==> src/verilog/isss_pkg.sv <==
// package: register map, field layout and types for the shadow-set selector
package isss_pkg;
    localparam logic [7:0]  ADDR_PRISEL      = 8'h00;
    localparam logic [7:0]  ADDR_INTCTL      = 8'h04;
    localparam logic [7:0]  ADDR_DISPCTL     = 8'h08;
    localparam logic [7:0]  ADDR_FLAG1       = 8'h0C;
    localparam logic [7:0]  ADDR_ENABLE1     = 8'h10;
    localparam logic [7:0]  ADDR_STATUS      = 8'h14;
    localparam int          L3_LSB           = 12;
    localparam int          L2_LSB           = 8;
    localparam int          L1_LSB           = 4;
    localparam int          SV_BIT           = 0;
    localparam int          MULTI_VECTOR_MODE_BIT         = 12;
    localparam int          DISP_TYPE_BIT    = 31;
    localparam int          DF_FLAG_LSB      = 20;
    localparam int          DF_COUNT         = 6;
    localparam logic [6:0]  DF_VECTOR_BASE   = 7'h34;
    localparam logic [31:0] PRISEL_MASK      = 32'h0000FFF1;
    localparam logic [31:0] INTCTL_MASK      = 32'h00001000;
    localparam logic [31:0] DISPCTL_MASK     = 32'h80000000;
    localparam logic [31:0] DF_MASK          = 32'h03F00000;
    localparam logic [31:0] RESET_WORD       = 32'h00000000;
    localparam logic [1:0]  HTRANS_NONSEQ    = 2'h2;
    localparam logic [2:0]  HSIZE_WORD       = 3'h2;
    localparam logic [2:0]  NO_SET           = 3'h0;
    localparam logic [1:0]  LEVEL1           = 2'h1;
    localparam logic [1:0]  LEVEL2           = 2'h2;
    localparam logic [1:0]  LEVEL3           = 2'h3;

    typedef struct packed {
        logic       valid;
        logic [1:0] level;
        logic       single;
    } isss_req_s;

    typedef struct packed {
        logic       use_set;
        logic [2:0] set;
    } isss_ans_s;
endpackage : isss_pkg

==> src/verilog/isss_level_decode.sv <==
// one priority level's field decoded to a shadow set number
`timescale 1ns/1ps
module isss_level_decode (
    input  wire logic [3:0] field,
    output logic      [2:0] set
);
    // reserved codes fall back to set 0
    assign set = field[3] ? isss_pkg::NO_SET : field[2:0];
endmodule : isss_level_decode

==> src/verilog/isss_top.sv <==
// top: AHB-Lite registers, shadow-set choice and filter interrupt flags
// What this block does
// - bits 15-12 choose level 3 set
// - bits 11-8 choose level 2 set
// - bits 7-4 choose level 1 set
// - reserved top-bit codes give set 0
// - bit 0 adds shadow set to single vector
// - level fields ignored when multi-vector off
// - bits 3-1 read zero
// - display irq persistent until bit 31 set
// - filter sources 1-6 use vectors 52-57, bits 20-25
`timescale 1ns/1ps
module isss_top (
    input  wire logic                CLK,
    input  wire logic                RST,
    input  wire logic                CE,
    input  wire logic                HSEL,
    input  wire logic [7:0]          HADDR,
    input  wire logic [1:0]          HTRANS,
    input  wire logic                HWRITE,
    input  wire logic [2:0]          HSIZE,
    input  wire logic [31:0]         HWDATA,
    input  wire logic                HREADY,
    output logic      [31:0]         HRDATA,
    output logic                     HREADYOUT,
    output logic                     HRESP,
    input  wire logic [5:0]          DF_EVENT,
    input  wire isss_pkg::isss_req_s CORE_REQ,
    output isss_pkg::isss_ans_s      CORE_ANS,
    output logic                     DF_IRQ,
    output logic      [6:0]          DF_VECTOR,
    output logic                     DISP_NONPERSIST
);
    logic [31:0]         prisel_q;
    logic [31:0]         prisel_d;
    logic [31:0]         intctl_q;
    logic [31:0]         intctl_d;
    logic [31:0]         disp_q;
    logic [31:0]         disp_d;
    logic [31:0]         flag_q;
    logic [31:0]         flag_d;
    logic [31:0]         en_q;
    logic [31:0]         en_d;
    logic                wr_pend_q;
    logic [7:0]          wr_addr_q;
    logic [31:0]         rdata_q;
    isss_pkg::isss_ans_s ans_q;
    logic                irq_q;
    logic [6:0]          vec_q;
    logic [5:0]          ev_s1_q;
    logic [5:0]          ev_s2_q;
    logic [5:0]          ev_s3_q;

    wire         acc      = HSEL & HREADY & HTRANS == isss_pkg::HTRANS_NONSEQ;
    wire         rd_acc   = acc & ~HWRITE;
    wire         wr_acc   = acc & HWRITE & HSIZE == isss_pkg::HSIZE_WORD;
    wire         w_pri    = wr_pend_q & wr_addr_q == isss_pkg::ADDR_PRISEL;
    wire         w_int    = wr_pend_q & wr_addr_q == isss_pkg::ADDR_INTCTL;
    wire         w_disp   = wr_pend_q & wr_addr_q == isss_pkg::ADDR_DISPCTL;
    wire         w_flag   = wr_pend_q & wr_addr_q == isss_pkg::ADDR_FLAG1;
    wire         w_en     = wr_pend_q & wr_addr_q == isss_pkg::ADDR_ENABLE1;
    wire [5:0]   ev_rise  = ev_s2_q & ~ev_s3_q;
    wire [31:0]  ev_word  = 32'(ev_rise) << isss_pkg::DF_FLAG_LSB;
    wire         multi_vector_mode     = intctl_q[isss_pkg::MULTI_VECTOR_MODE_BIT];
    wire [2:0]   set3;
    wire [2:0]   set2;
    wire [2:0]   set1;
    wire [31:0]  pend     = flag_q & en_q & isss_pkg::DF_MASK;

    isss_level_decode u_l3 (.field(prisel_q[isss_pkg::L3_LSB +: 4]), .set(set3));
    isss_level_decode u_l2 (.field(prisel_q[isss_pkg::L2_LSB +: 4]), .set(set2));
    isss_level_decode u_l1 (.field(prisel_q[isss_pkg::L1_LSB +: 4]), .set(set1));

    // level 0 has no field here and takes set 0
    wire       lvl3    = CORE_REQ.level == isss_pkg::LEVEL3;
    wire       lvl2    = CORE_REQ.level == isss_pkg::LEVEL2;
    wire       lvl1    = CORE_REQ.level == isss_pkg::LEVEL1;
    wire [2:0] lvl_set = lvl3 ? set3 :
                         lvl2 ? set2 :
                         lvl1 ? set1 : isss_pkg::NO_SET;
    wire       sv_en   = prisel_q[isss_pkg::SV_BIT];
    wire       multi   = multi_vector_mode & ~CORE_REQ.single;
    wire isss_pkg::isss_ans_s ans_d = ~CORE_REQ.valid ? '0 :
                         multi ? {1'b1, lvl_set} : {sv_en, isss_pkg::NO_SET};

    // lowest pending filter source wins the vector
    logic [6:0] vec_d;
    always_comb begin
        vec_d = vec_q;
        for (int i = isss_pkg::DF_COUNT - 1; i >= 0; i--) begin
            if (pend[isss_pkg::DF_FLAG_LSB + i]) begin
                vec_d = isss_pkg::DF_VECTOR_BASE + 7'(i);
            end
        end
    end

    // masks drop reserved bits so they always read zero
    assign prisel_d = w_pri  ? HWDATA & isss_pkg::PRISEL_MASK : prisel_q;
    assign intctl_d = w_int  ? HWDATA & isss_pkg::INTCTL_MASK : intctl_q;
    assign disp_d   = w_disp ? HWDATA & isss_pkg::DISPCTL_MASK : disp_q;
    assign en_d     = w_en   ? HWDATA & isss_pkg::DF_MASK : en_q;
    // a new event wins over a software clear in the same cycle
    assign flag_d   = ((w_flag ? HWDATA : flag_q) | ev_word) & isss_pkg::DF_MASK;

    wire        r_pri    = HADDR == isss_pkg::ADDR_PRISEL;
    wire        r_int    = HADDR == isss_pkg::ADDR_INTCTL;
    wire        r_disp   = HADDR == isss_pkg::ADDR_DISPCTL;
    wire        r_flag   = HADDR == isss_pkg::ADDR_FLAG1;
    wire        r_en     = HADDR == isss_pkg::ADDR_ENABLE1;
    wire        r_stat   = HADDR == isss_pkg::ADDR_STATUS;
    // unmapped offsets read as zero rather than aliasing a register
    wire [31:0] rd_mux   = r_pri  ? prisel_q :
                           r_int  ? intctl_q :
                           r_disp ? disp_q :
                           r_flag ? flag_q :
                           r_en   ? en_q :
                           r_stat ? 32'(vec_q) :
                                    isss_pkg::RESET_WORD;

    always_ff @(posedge CLK) begin
        if (RST) begin
            prisel_q <= isss_pkg::RESET_WORD;
        end else if (CE) begin
            prisel_q <= prisel_d;
        end
    end

    always_ff @(posedge CLK) begin
        if (RST) begin
            intctl_q <= isss_pkg::RESET_WORD;
        end else if (CE) begin
            intctl_q <= intctl_d;
        end
    end

    always_ff @(posedge CLK) begin
        if (RST) begin
            disp_q <= isss_pkg::RESET_WORD;
        end else if (CE) begin
            disp_q <= disp_d;
        end
    end

    always_ff @(posedge CLK) begin
        if (RST) begin
            flag_q <= isss_pkg::RESET_WORD;
        end else if (CE) begin
            flag_q <= flag_d;
        end
    end

    always_ff @(posedge CLK) begin
        if (RST) begin
            en_q <= isss_pkg::RESET_WORD;
        end else if (CE) begin
            en_q <= en_d;
        end
    end

    // write data comes a cycle after its address, so the address is kept
    always_ff @(posedge CLK) begin
        if (RST) begin
            wr_pend_q <= 1'b0;
            wr_addr_q <= 8'h00;
        end else if (CE) begin
            wr_pend_q <= wr_acc;
            wr_addr_q <= HADDR;
        end
    end

    // read data stands in its data phase only and is zero otherwise
    always_ff @(posedge CLK) begin
        if (RST) begin
            rdata_q <= isss_pkg::RESET_WORD;
        end else if (CE) begin
            rdata_q <= rd_acc ? rd_mux : isss_pkg::RESET_WORD;
        end
    end

    // event pins are asynchronous: two stages, then an edge stage
    always_ff @(posedge CLK) begin
        if (RST) begin
            ev_s1_q <= 6'h00;
            ev_s2_q <= 6'h00;
            ev_s3_q <= 6'h00;
        end else if (CE) begin
            ev_s1_q <= DF_EVENT;
            ev_s2_q <= ev_s1_q;
            ev_s3_q <= ev_s2_q;
        end
    end

    // registered answer: the core takes it one cycle after its request
    always_ff @(posedge CLK) begin
        if (RST) begin
            ans_q <= '0;
        end else if (CE) begin
            ans_q <= ans_d;
        end
    end

    always_ff @(posedge CLK) begin
        if (RST) begin
            irq_q <= 1'b0;
            vec_q <= 7'h00;
        end else if (CE) begin
            irq_q <= |pend;
            vec_q <= vec_d;
        end
    end

    assign HRDATA          = rdata_q;
    // no wait states: every register answers in its first data phase
    assign HREADYOUT       = 1'b1;
    assign HRESP           = 1'b0;
    assign CORE_ANS        = ans_q;
    assign DF_IRQ          = irq_q;
    assign DF_VECTOR       = vec_q;
    assign DISP_NONPERSIST = disp_q[isss_pkg::DISP_TYPE_BIT];
endmodule : isss_top
==> config.mk <==
export PLATFORM = sky130hd
export DESIGN_NAME = isss_top
export DESIGN_NICKNAME = d
export VERILOG_FILES = /design/src/verilog/isss_pkg.sv /design/src/verilog/isss_level_decode.sv /design/src/verilog/isss_top.sv
export SDC_FILE = /design/constraint.sdc
export NUM_CORES = 1
export LEC_CHECK = 0
export ABC_AREA = 1
export BUFFER_PORTS_ARGS = -buffer_cell sky130_fd_sc_hd__clkbuf_2
export CORE_MARGIN = 2
export CORE_UTILIZATION = 55
export CTS_BUF_LIST = sky130_fd_sc_hd__clkbuf_8
export CTS_CLUSTER_SIZE = 40
export DETAILED_ROUTE_END_ITERATION = 8
export GPL_TIMING_DRIVEN = 0
export HOLD_SLACK_MARGIN = 0.1
export PLACE_DENSITY = 0.84
export SETUP_SLACK_MARGIN = 0.4
export SLEW_MARGIN = 20
export SYNTH_ARGS = -nofsm -noshare
export SYNTH_HDL_FRONTEND = slang
export SYNTH_HIERARCHICAL = 1
export SYNTH_SLANG_ARGS = --single-unit
==> constraint.sdc <==
create_clock -name CLK -period 1.8 [get_ports CLK]
set_input_delay 0.18 -clock CLK [delete_from_list [all_inputs] [get_ports CLK]]
set_output_delay 0.18 -clock CLK [all_outputs]
set_load 0.01 [all_outputs]
==> impl_metrics.env, run 1 <==
export IMPL_status="complete, no violations"
export IMPL_startpoint_type="register"
export IMPL_crit_path_end_kind="register"
export IMPL_hold_viol=0
export IMPL_holdPathStages=4
export IMPL_async_flop_share=0
export IMPL_diodes=0
export IMPL_fin_crit_ns=1.418
export IMPL_r2r_start="wr_addr_q[1]$_SDFFE_PP0P_"
export IMPL_cts_tree="yes"
export IMPL_finalCritPeriodShare=0.7876
export IMPL_synth_edf_count=0
export IMPL_globalplace_congestion=0.8829
export IMPL_nets=729
export IMPL_synthFlopType="dfxtp_1"
export IMPL_dp_cells=730
export IMPL_vias=3998
export IMPL_syn_area_per_cell_um2=7.106
export IMPL_fp_dieW_um=87.68
export IMPL_skew_ns=0.01202
export IMPL_synthAdderAreaFrac=0
export IMPL_mostFrequentLayoutCell="nand2_1"
export IMPL_criticalPathCategory="register to register"
export IMPL_first_global_vias=3537
export IMPL_hold_end="wr_pend_q$_SDFFE_PP0P_"
export IMPL_cts_root_buffer="clkbuf_8"
export IMPL_maxCapViolCount=0
export IMPL_initial_core_util=0.5669
export IMPL_fp_dieH_um=87.68
export IMPL_grt_antenna_before_repair=0
export IMPL_cts_made_buffers=9
export IMPL_clk_latency_ns=0.35
export IMPL_synth_seq_cells=87
export IMPL_total_leakage_power_nw=2.214
export IMPL_coreArea_um2=6794
export IMPL_num_io_pins=108
export IMPL_synthCells=542
export IMPL_setup_violations=0
export IMPL_cts_htree_levels=3
export IMPL_fmax_ghz=0.7054
export IMPL_cp_max_fo=10
export IMPL_drc=0
export IMPL_clock_path_buffers=2
export IMPL_synth_compound_area_share=0.1556
export IMPL_yosys_area_share_simple=0.2875
export IMPL_worstPathRequired_ns=2.05
export IMPL_clock_sinks=87
export IMPL_seq_area_frac_synth=0.4522
export IMPL_cellPowerDensity_nw_per_um2=761.5
export IMPL_grt_pass1_wl_um=16420
export IMPL_hp_start="HSIZE[2]"
export IMPL_gr_total_overflow=0
export IMPL_drive_gt1_frac=0.2110
export IMPL_slew_viol_final=0
export IMPL_arrival_ns=1.67
export IMPL_dieArea_um2=7688
export IMPL_relSlewSlack=0.6132
export IMPL_synth_xor_area_frac=0
export IMPL_routed_wl_um=10620
export IMPL_r2r_slack_ns=0.38
export IMPL_area_delta_synth_final_pct=26.48
export IMPL_gr_usage_all_layers=0.2796
export IMPL_r2r_worst_path_cells=7
export IMPL_yosys_warnings=6
export IMPL_tightest_slew_ns=0.5803
export IMPL_drtIter0Drc=339
export IMPL_clk_pin_slew_ns=0.09
export IMPL_setup_tns_ns=0
export IMPL_dp_hpwl_um=7316
export IMPL_first_pass_iters=7
export IMPL_io_buffers=82
export IMPL_synth_mux_area_frac=0
export IMPL_worst_hold_path_type="input port to register"
export IMPL_synth_area_um2=3851
export IMPL_ys_types=27
export IMPL_layout_common_cells="nand2_1 (93), nor2_1 (90), dfxtp_1 (87), clkbuf_2 (82), a21oi_1 (59)"
export IMPL_via_per_inst=5.199
export IMPL_post_drt_wl_per_cell_um=13.80
export IMPL_rows=30
export IMPL_grt_start_max_net_pins=14
export IMPL_peakVddDrop_v=0.0005111
export IMPL_synth_top_family_by_area="simple AND/OR/NAND/NOR gates"
export IMPL_rsz0062_at_grt="true"
export IMPL_reg2reg_to="prisel_q[11]$_SDFFE_PP0P_"
export IMPL_final_cell_count_no_fill=769
export IMPL_ant_nets=0
## power breakdown
group          internal (mW)  leakage (nW)  switching, mW
registers               1.97         0.707         0.0256
logic                  0.153          1.40          0.229
clock network          0.663         0.106          0.671
total                   2.78          2.21          0.925
## synth_stat cells, types with 3 or more instances
master     n  area share
nand3_1   47       0.061
nor2_1    93       0.091
dfxtp_1   87        0.45
clkbuf_1  12       0.012
nand4_1    6      0.0097
a21oi_1   59       0.077
nand2_1   95       0.093
inv_2      3      0.0029
inv_1     45       0.044
buf_4     16       0.031
a21boi_0   5      0.0097
buf_2      5      0.0065
o21ai_1    8       0.010
nor2_4     3      0.0088
o21ai_0   42       0.055
## critical path, cell delays in order (launching register included)
cell and delay, ns:
dfxtp_1 0.33, nor2_2 0.14, nand2_2 0.10, nor2_4 0.21, nand2_4 0.12, buf_6 0.16
o21ai_1 0.19, nor2_1 0.07
## worst max-delay path by stage
stage	startpoint	to	slack (ns)	depth (start not counted)
floorplan	wr_addr_q[7]$_SDFFE_PP0P_	en_q[25]$_SDFFE_PP0P_	0.64	6
global placement	RST	HRDATA[31]$_SDFFE_PP0P_	0.37	4
detailed placement	wr_addr_q[7]$_SDFFE_PP0P_	en_q[20]$_SDFFE_PP0P_	0.38	6
CTS	wr_addr_q[0]$_SDFFE_PP0P_	prisel_q[13]$_SDFFE_PP0P_	0.43	7
global route	wr_addr_q[1]$_SDFFE_PP0P_	prisel_q[11]$_SDFFE_PP0P_	0.34	7
finish	wr_addr_q[1]$_SDFFE_PP0P_	prisel_q[11]$_SDFFE_PP0P_	0.38	7
## stage by stage
| stage | total power, mW | area [µm²] | setup WS, ns | hold WS [ns] | utilization |
|---|---|---|---|---|---|
| 3_5_place_dp | 2.353 | 4419 | 0.3756 | 0.4105 | 0.6505 |
| 5_1_grt | 3.833 | 4871 | 0.3378 | 0.1268 | 0.7169 |
| 6_report | 3.709 | 4871 | 0.3824 | 0.1083 | 0.7169 |
| 4_1_cts | 3.691 | 4823 | 0.4271 | 0.1032 | 0.7099 |
| 2_1_floorplan | 2.232 | 3889 | 0.6395 | 0.3149 | - |
| 3_3_place_gp | 2.344 | 4419 | 0.3734 | 0.4026 | 0.6505 |
## cells by family after synthesis
| kind of cell | count (synthesis) |
|---|---|
| AOI/OAI and AO/OA | 115 |
| buffers and inverters | 85 |
| DFF | 87 |
| other | 2 |
| and+or+nand+nor | 253 |
## sequential cells by signal, indices dropped and copies added, names as in the netlist
name and flops:
HRDATA 23, disp_q 1, wr_pend_q 1, wr_addr_q 8
ev_s2_q 6, prisel_q 13, flag_q 6, en_q 6
CORE_ANS 4, ev_s1_q 6, DF_IRQ 1, intctl_q 1
DF_VECTOR 5, ev_s3_q 6
## timing repair
action,4_1_cts,5_1_grt
buffers inserted,0,2
resized for setup,1,11
hold buffers,21,0
endpoints found under the hold margin,21,0
gates cloned,0,0
pin swaps,0,5
endpoints found under the setup margin,5,29
## metal layers
layer	routed length, µm	GRT usage	vias up
li1	-	-	1978
met1	4642	0.3430	1800
met2	4887	0.4773	189
met3	728	0.05278	31
met4	358	0.1245	0
met5	0	0	-
## final cells by class
cell class	instances	area (µm²)
repair buffers	105	635.6
clock inverters	6	53.80
multi-input cells	380	1787
fillers	538	1923
plain buffers	36	209.0
inverters	49	186.4
well taps	96	120.1
flip-flops and latches	87	1742
clock buffers	10	137.6
No activity file was read; power rests on OpenSTA's default activity.
==> run 2: changes to the inputs <==
--- a/config.mk
+++ b/config.mk
@@ -8,13 +8,13 @@
 export ABC_AREA = 1
 export BUFFER_PORTS_ARGS = -buffer_cell sky130_fd_sc_hd__clkbuf_2
 export CORE_MARGIN = 2
-export CORE_UTILIZATION = 55
+export CORE_UTILIZATION = 54
 export CTS_BUF_LIST = sky130_fd_sc_hd__clkbuf_8
 export CTS_CLUSTER_SIZE = 40
 export DETAILED_ROUTE_END_ITERATION = 8
 export GPL_TIMING_DRIVEN = 0
 export HOLD_SLACK_MARGIN = 0.1
-export PLACE_DENSITY = 0.84
+export PLACE_DENSITY = 0.82
 export SETUP_SLACK_MARGIN = 0.4
 export SLEW_MARGIN = 20
 export SYNTH_ARGS = -nofsm -noshare
==> constraint.sdc (replaced) <==
create_clock -name CLK -period 1.43 [get_ports CLK]
set_input_delay 0.143 -clock CLK [delete_from_list [all_inputs] [get_ports CLK]]
set_output_delay 0.143 -clock CLK [all_outputs]
set_load 0.01 [all_outputs]
==> run 2 against run 1 <==
  * Sequential power rose by 27%
  * Critical endpoint is now en_q[23]$_SDFFE_PP0P_
  * Via count rose by 12%
  * Register-to-register slack worse by 0.29 ns
  * First-iteration DRC count up 25%
==> impl_metrics.env, run 2 (same netlist as run 1, synthesis figures left out) <==
export IMPL_status="complete, no violations"
export IMPL_peakVddDrop_v=0.0006925
export IMPL_crit_path_cell_trace="nor2_4 -> nand2_1 -> nor2_4 -> nand2_4 -> o21ai_1 -> nor2_1"
export IMPL_globalplace_congestion=0.9366
export IMPL_grt_use_met2=0.5441
export IMPL_largest_reg_flops=23
export IMPL_vias=4464
export IMPL_r2r_worst_path_cells=6
export IMPL_setup_tns_ns=0
export IMPL_clock_path_buffers=2
export IMPL_clk_latency_ns=0.37
export IMPL_holdPathStages=4
export IMPL_drtIter0Drc=423
export IMPL_relSlewSlack=0.4272
export IMPL_gr_total_overflow=0
export IMPL_gr_usage_met1=0.3901
export IMPL_drc=0
export IMPL_crit_path_end_kind="register"
export IMPL_mostFrequentLayoutCell="nor2_1"
export IMPL_total_leakage_power_nw=2.550
export IMPL_diodes=0
export IMPL_grt_start_max_net_pins=15
export IMPL_finalCritPeriodShare=0.9354
export IMPL_cts_tree="yes"
export IMPL_ant_nets=0
export IMPL_grt_pass1_wl_um=19220
export IMPL_r2r_start="wr_addr_q[6]$_SDFFE_PP0P_"
export IMPL_maxCapViolCount=0
export IMPL_clk_pin_slew_ns=0.09
export IMPL_cellPowerDensity_nw_per_um2=943.8
export IMPL_crit_path_max_incr_delay_ns=0.34
export IMPL_grt_antenna_before_repair=0
export IMPL_via_per_inst=5.532
export IMPL_post_drt_wl_per_cell_um=16.80
export IMPL_crit_family="simple AND/OR/NAND/NOR gates"
export IMPL_num_io_pins=108
export IMPL_fmax_ghz=0.7476
export IMPL_io_buffers=82
export IMPL_nets=767
export IMPL_multiInputGateArea_um2=2037
export IMPL_criticalPathCategory="register to register"
export IMPL_first_pass_iters=5
export IMPL_dieArea_um2=7823
export IMPL_routed_wl_um=13550
export IMPL_cp_max_fo=7
export IMPL_r2r_slack_ns=0.09
export IMPL_arrival_ns=1.60
export IMPL_place_area_um2=4451
export IMPL_cts_root_buffer="clkbuf_8"
export IMPL_worstPathRequired_ns=1.69
export IMPL_worst_hold_path_type="input port to register"
export IMPL_gr_usage_all_layers=0.3249
export IMPL_p_total_mw=5.294
export IMPL_startpoint_type="register"
export IMPL_fin_crit_ns=1.338
export IMPL_hold_end="wr_pend_q$_SDFFE_PP0P_"
export IMPL_fp_dieH_um=88.45
export IMPL_reg2reg_to="en_q[23]$_SDFFE_PP0P_"
export IMPL_place_ws_ns=0.02587
export IMPL_dp_hpwl_um=7549
export IMPL_layout_common_cells="nor2_1 (85), clkbuf_2 (83), nand2_1 (82), dfxtp_1 (61), a21oi_1 (49)"
export IMPL_n_fill_cell=435
export IMPL_slew_viol_final=0
export IMPL_tightest_slew_ns=0.8592
export IMPL_cts_made_buffers=9
export IMPL_critPathBufInv=0
export IMPL_setup_violations=0
export IMPL_area_delta_synth_final_pct=45.65
export IMPL_first_global_vias=4094
export IMPL_initial_core_util=0.5637
export IMPL_cts_htree_levels=3
export IMPL_cpMostUsedCell="nor2_4"
export IMPL_grt_busiest_layer="met2"
export IMPL_ff_latch_area_um2=1774
export IMPL_rsz0062_at_grt="true"
export IMPL_layout_setup_ws_ns=0.09236
export IMPL_cpMaxStageDelayCell="dfxtp_2"
export IMPL_final_area_um2=5609
export IMPL_clock_sinks=87
export IMPL_use_met3=0.04851
export IMPL_rows=30
export IMPL_hp_start="HSIZE[2]"
export IMPL_fin_util=0.8211
export IMPL_drive_gt1_frac=0.3544
export IMPL_skew_ns=0.01247
export IMPL_hold_viol=0
export IMPL_fp_dieW_um=88.45
export IMPL_coreArea_um2=6832
run 2: how the worst max path moves through the flow:
stage / start / endpoint / slack [ns] / cells past startpoint
3_5_place_dp: RST / flag_q[22]$_SDFFE_PP0P_ / 0.03 / 4
3_3_place_gp: RST / flag_q[22]$_SDFFE_PP0P_ / 0.04 / 4
6_report: wr_addr_q[6]$_SDFFE_PP0P_ / en_q[23]$_SDFFE_PP0P_ / 0.09 / 6
4_1_cts: wr_addr_q[1]$_SDFFE_PP0P_ / prisel_q[7]$_SDFFE_PP0P_ / 0.18 / 7
2_1_floorplan: wr_addr_q[0]$_SDFFE_PP0P_ / prisel_q[10]$_SDFFE_PP0P_ / 0.27 / 7
5_1_grt: wr_addr_q[6]$_SDFFE_PP0P_ / en_q[21]$_SDFFE_PP0P_ / 0.06 / 6
run 2: where the power goes:
| part | total, mW | switching, mW | internal (mW) |
|---|---|---|---|
| clock | 2.17 | 0.918 | 1.26 |
| combinational | 0.601 | 0.353 | 0.247 |
| sequential | 2.52 | 0.0382 | 2.48 |
| total | 5.29 | 1.31 | 3.98 |
run 2: timing repair:
action	CTS	global route
pin swaps	27	18
hold buffers	35	0
gates cloned	3	0
endpoints found under the hold margin	38	0
buffers inserted	16	7
gates resized for setup	87	54
setup endpoints to repair	34	60
run 2: final cells by class:
class,instances,share of cell area
clock inverter,5,0.01851
buffer,36,0.04104
sequential,87,0.3163
tap,96,0.02141
inverter,49,0.03458
multi-input combinational,381,0.3631
clock buffer,11,0.02699
timing repair buffer,142,0.1780
run 2: through the flow:
stage                     hold slack, ns  cells
after global placement            0.3654    730
final                            0.07910    807
after CTS                         0.1024    800
after floorplan                   0.2779    552
after detailed placement          0.3729    730
after global routing             0.09684    807
run 2: worst reg2reg max path, cell delays in order (launching register included):
cell and delay [ns]:
dfxtp_2 0.34, nor2_4 0.13, nand2_1 0.10, nor2_4 0.27, nand2_4 0.15, o21ai_1 0.17, nor2_1 0.08
run 2: per-layer routing:
layer	wire length [µm]	share of wire	up-vias
li1	-	-	2059
met3	1095	0.081	81
met5	0	0	-
met4	805	0.059	0
met1	5225	0.39	2039
met2	6427	0.47	285
==> run 3: changes to the inputs <==
--- a/config.mk
+++ b/config.mk
@@ -8,16 +8,15 @@
 export ABC_AREA = 1
 export BUFFER_PORTS_ARGS = -buffer_cell sky130_fd_sc_hd__clkbuf_2
 export CORE_MARGIN = 2
-export CORE_UTILIZATION = 54
+export CORE_UTILIZATION = 53
 export CTS_BUF_LIST = sky130_fd_sc_hd__clkbuf_8
 export CTS_CLUSTER_SIZE = 40
 export DETAILED_ROUTE_END_ITERATION = 8
 export GPL_TIMING_DRIVEN = 0
 export HOLD_SLACK_MARGIN = 0.1
-export PLACE_DENSITY = 0.82
+export PLACE_DENSITY = 0.81
 export SETUP_SLACK_MARGIN = 0.4
 export SLEW_MARGIN = 20
 export SYNTH_ARGS = -nofsm -noshare
 export SYNTH_HDL_FRONTEND = slang
-export SYNTH_HIERARCHICAL = 1
 export SYNTH_SLANG_ARGS = --single-unit
==> run 3 against run 2 <==
  * Synthesized cell count shrank 4.1%
  * Die area shrank 2.2%
  * Clock power shrank 25%
  * Worst setup slack gained 0.033 ns
  * Worst hold slack gained 0.033 ns
==> impl_metrics.env, run 3 <==
export IMPL_status="complete, no violations"
export IMPL_area_delta_synth_final_pct=43.80
export IMPL_layout_common_cells="clkbuf_2 (90), nand2_1 (79), dfxtp_1 (64), a21oi_1 (63), nand3_1 (49)"
export IMPL_total_leakage_power_nw=2.388
export IMPL_arrival_ns=1.57
export IMPL_fin_crit_ns=1.305
export IMPL_whs_ns=0.1122
export IMPL_clock_sinks=87
export IMPL_finalCritPeriodShare=0.9125
export IMPL_ant_nets=0
export IMPL_critPathBufInv=1
export IMPL_final_cell_count_no_fill=762
export IMPL_startpoint_type="register"
export IMPL_clk_pin_slew_ns=0.08
export IMPL_post_drt_wl_per_cell_um=16.30
export IMPL_fp_dieH_um=87.45
export IMPL_clock_path_buffers=2
export IMPL_crit_family="simple AND/OR/NAND/NOR gates"
export IMPL_via_per_inst=5.591
export IMPL_drive_gt1_frac=0.3460
export IMPL_cpMaxStageDelayCell="dfxtp_2"
export IMPL_syn_area_per_cell_um2=7.098
export IMPL_globalplace_congestion=0.9514
export IMPL_gr_total_overflow=0
export IMPL_cellPowerDensity_nw_per_um2=889.5
export IMPL_slew_viol_final=0
export IMPL_vias=4260
export IMPL_setup_tns_ns=0
export IMPL_fp_dieW_um=87.45
export IMPL_grt_start_max_net_pins=15
export IMPL_relSlewSlack=0.6163
export IMPL_r2r_worst_path_cells=7
export IMPL_drc=0
export IMPL_gr_usage_all_layers=0.3076
export IMPL_yosys_top_cells_area="dfxtp_1 (47%), nand2_1 (9.7%), a21oi_1 (9.5%)"
export IMPL_crit_path_cell_trace="nor2_4 -> nand2_2 -> nor2_4 -> nand2_4 -> buf_8 -> o21ai_4 -> a21oi_2"
export IMPL_criticalPathCategory="register to register"
export IMPL_dieArea_um2=7648
export IMPL_dp_cells=692
export IMPL_grt_pass1_wl_um=17980
export IMPL_cts_root_buffer="clkbuf_8"
export IMPL_cp_max_fo=6
export IMPL_worst_hold_path_type="input port to register"
export IMPL_worstPathRequired_ns=1.69
export IMPL_nets=739
export IMPL_yosys_warnings=0
export IMPL_first_global_vias=3898
export IMPL_skew_ns=0.01362
export IMPL_yosys_area_top_type_share=0.4719
export IMPL_fmax_ghz=0.7663
export IMPL_synthCells=520
export IMPL_maxCapViolCount=0
export IMPL_routed_wl_um=12420
export IMPL_synthFlopType="dfxtp_1"
export IMPL_initial_core_util=0.5463
export IMPL_drtIter0Drc=418
export IMPL_setup_violations=0
export IMPL_rsz0062_at_grt="true"
export IMPL_rows=30
export IMPL_dp_hpwl_um=7442
export IMPL_peakVddDrop_v=0.0007734
export IMPL_grt_antenna_before_repair=0
export IMPL_crit_path_max_incr_delay_ns=0.34
export IMPL_hold_viol=0
export IMPL_p_total_mw=4.721
export IMPL_crit_path_end_kind="register"
export IMPL_first_pass_iters=5
export IMPL_cts_tree="yes"
export IMPL_ys_types=21
export IMPL_crit_cells=7
export IMPL_coreArea_um2=6756
export IMPL_io_buffers=82
export IMPL_cpMostUsedCell="nor2_4"
export IMPL_tightest_slew_ns=0.5756
export IMPL_r2r_slack_ns=0.13
export IMPL_synth_commonest_cells="nand2_1 (95), dfxtp_1 (87), a21oi_1 (70)"
export IMPL_diodes=0
export IMPL_mostFrequentLayoutCell="clkbuf_2"
export IMPL_cts_htree_levels=3
export IMPL_async_flop_share=0
export IMPL_synth_area_um2=3691
export IMPL_clk_latency_ns=0.37
export IMPL_largest_reg_flops=23
export IMPL_synth_most_common_cell="nand2_1"
export IMPL_num_io_pins=108
export IMPL_holdPathStages=3
export IMPL_seq_area_frac_synth=0.4719
export IMPL_synth_edf_count=0
export IMPL_synth_seq_cells=87
export IMPL_yosysTopAreaCell="dfxtp_1"
export IMPL_cts_made_buffers=9
==> run 3: changes by cell type after synthesis, moves of 4 or more <==
cell      delta
a21boi_0     -5
a21oi_1     +11
clkbuf_1     +6
nand3_1      +7
nor2_1      -37
o21ai_0     +12
o21ai_1      -4
==> run 3: logic make-up (layout without fill, tap and decap cells) <==
group,after synthesis,after routing,synth area share
buffers and inverters,83,235,0.1014
other,2,12,0.002035
AND/OR/NAND/NOR,220,220,0.2512
AO/OA/AOI/OAI,128,128,0.1736
flip-flops,87,87,0.4719
==> run 3: layout make-up <==
class,instances,area [µm²]
clock inverter,4,28.78
multi-input combinational,360,1904
tap,80,100.1
timing repair buffer,137,935.9
sequential,87,1770
fill,471,1449
buffer,38,245.2
inverter,45,171.4
clock buffer,11,151.4
==> run 3: timing repair <==
action	4_1_cts	5_1_grt
pin swaps	17	16
hold buffers	34	1
gates resized for setup	70	61
buffers inserted	11	6
setup endpoints to repair	45	76
hold endpoints to repair	34	1
gates cloned	3	0
==> run 3: final timing paths <==
path                               endpoint                      start
hold / removal    intctl_q[12]$_SDFFE_PP0P_                 HWDATA[12]
setup / recovery  prisel_q[13]$_SDFFE_PP0P_  wr_addr_q[1]$_SDFFE_PP0P_
hold reg to reg     ev_s3_q[3]$_SDFFE_PP0P_    ev_s3_q[3]$_SDFFE_PP0P_
setup reg to reg  prisel_q[13]$_SDFFE_PP0P_  wr_addr_q[1]$_SDFFE_PP0P_
==> run 3: worst reg2reg max path: stages, from the launching register on <==
cell     delay, ns
dfxtp_2       0.34
nor2_4        0.12
nand2_2       0.09
nor2_4        0.17
nand2_4       0.11
buf_8         0.16
o21ai_4       0.16
a21oi_2       0.05
==> run 3: power breakdown <==
group	total [mW]	internal, mW	switching (mW)
Combinational	0.588	0.248	0.340
Clock	1.62	0.720	0.896
Sequential	2.52	2.48	0.0375
==> run 3: per-stage QoR <==
step                      setup WS (ns)  utilization  area, µm²
after floorplan                  0.2729            -       3774
after global placement         0.003342       0.6341       4284
after detailed placement        0.01131       0.6341       4284
after CTS                        0.1662       0.7557       5106
after global routing            0.05147       0.7856       5308
final                            0.1251       0.7856       5308
==> run 3: routing by layer <==
metal	share of wire	routed length [µm]	global-route usage	up-vias
li1	-	-	-	1986
met1	0.38	4687	0.3690	1913
met2	0.48	6016	0.5145	288
met3	0.085	1061	0.05024	73
met4	0.053	657	0.1846	0
met5	0	0	0	-
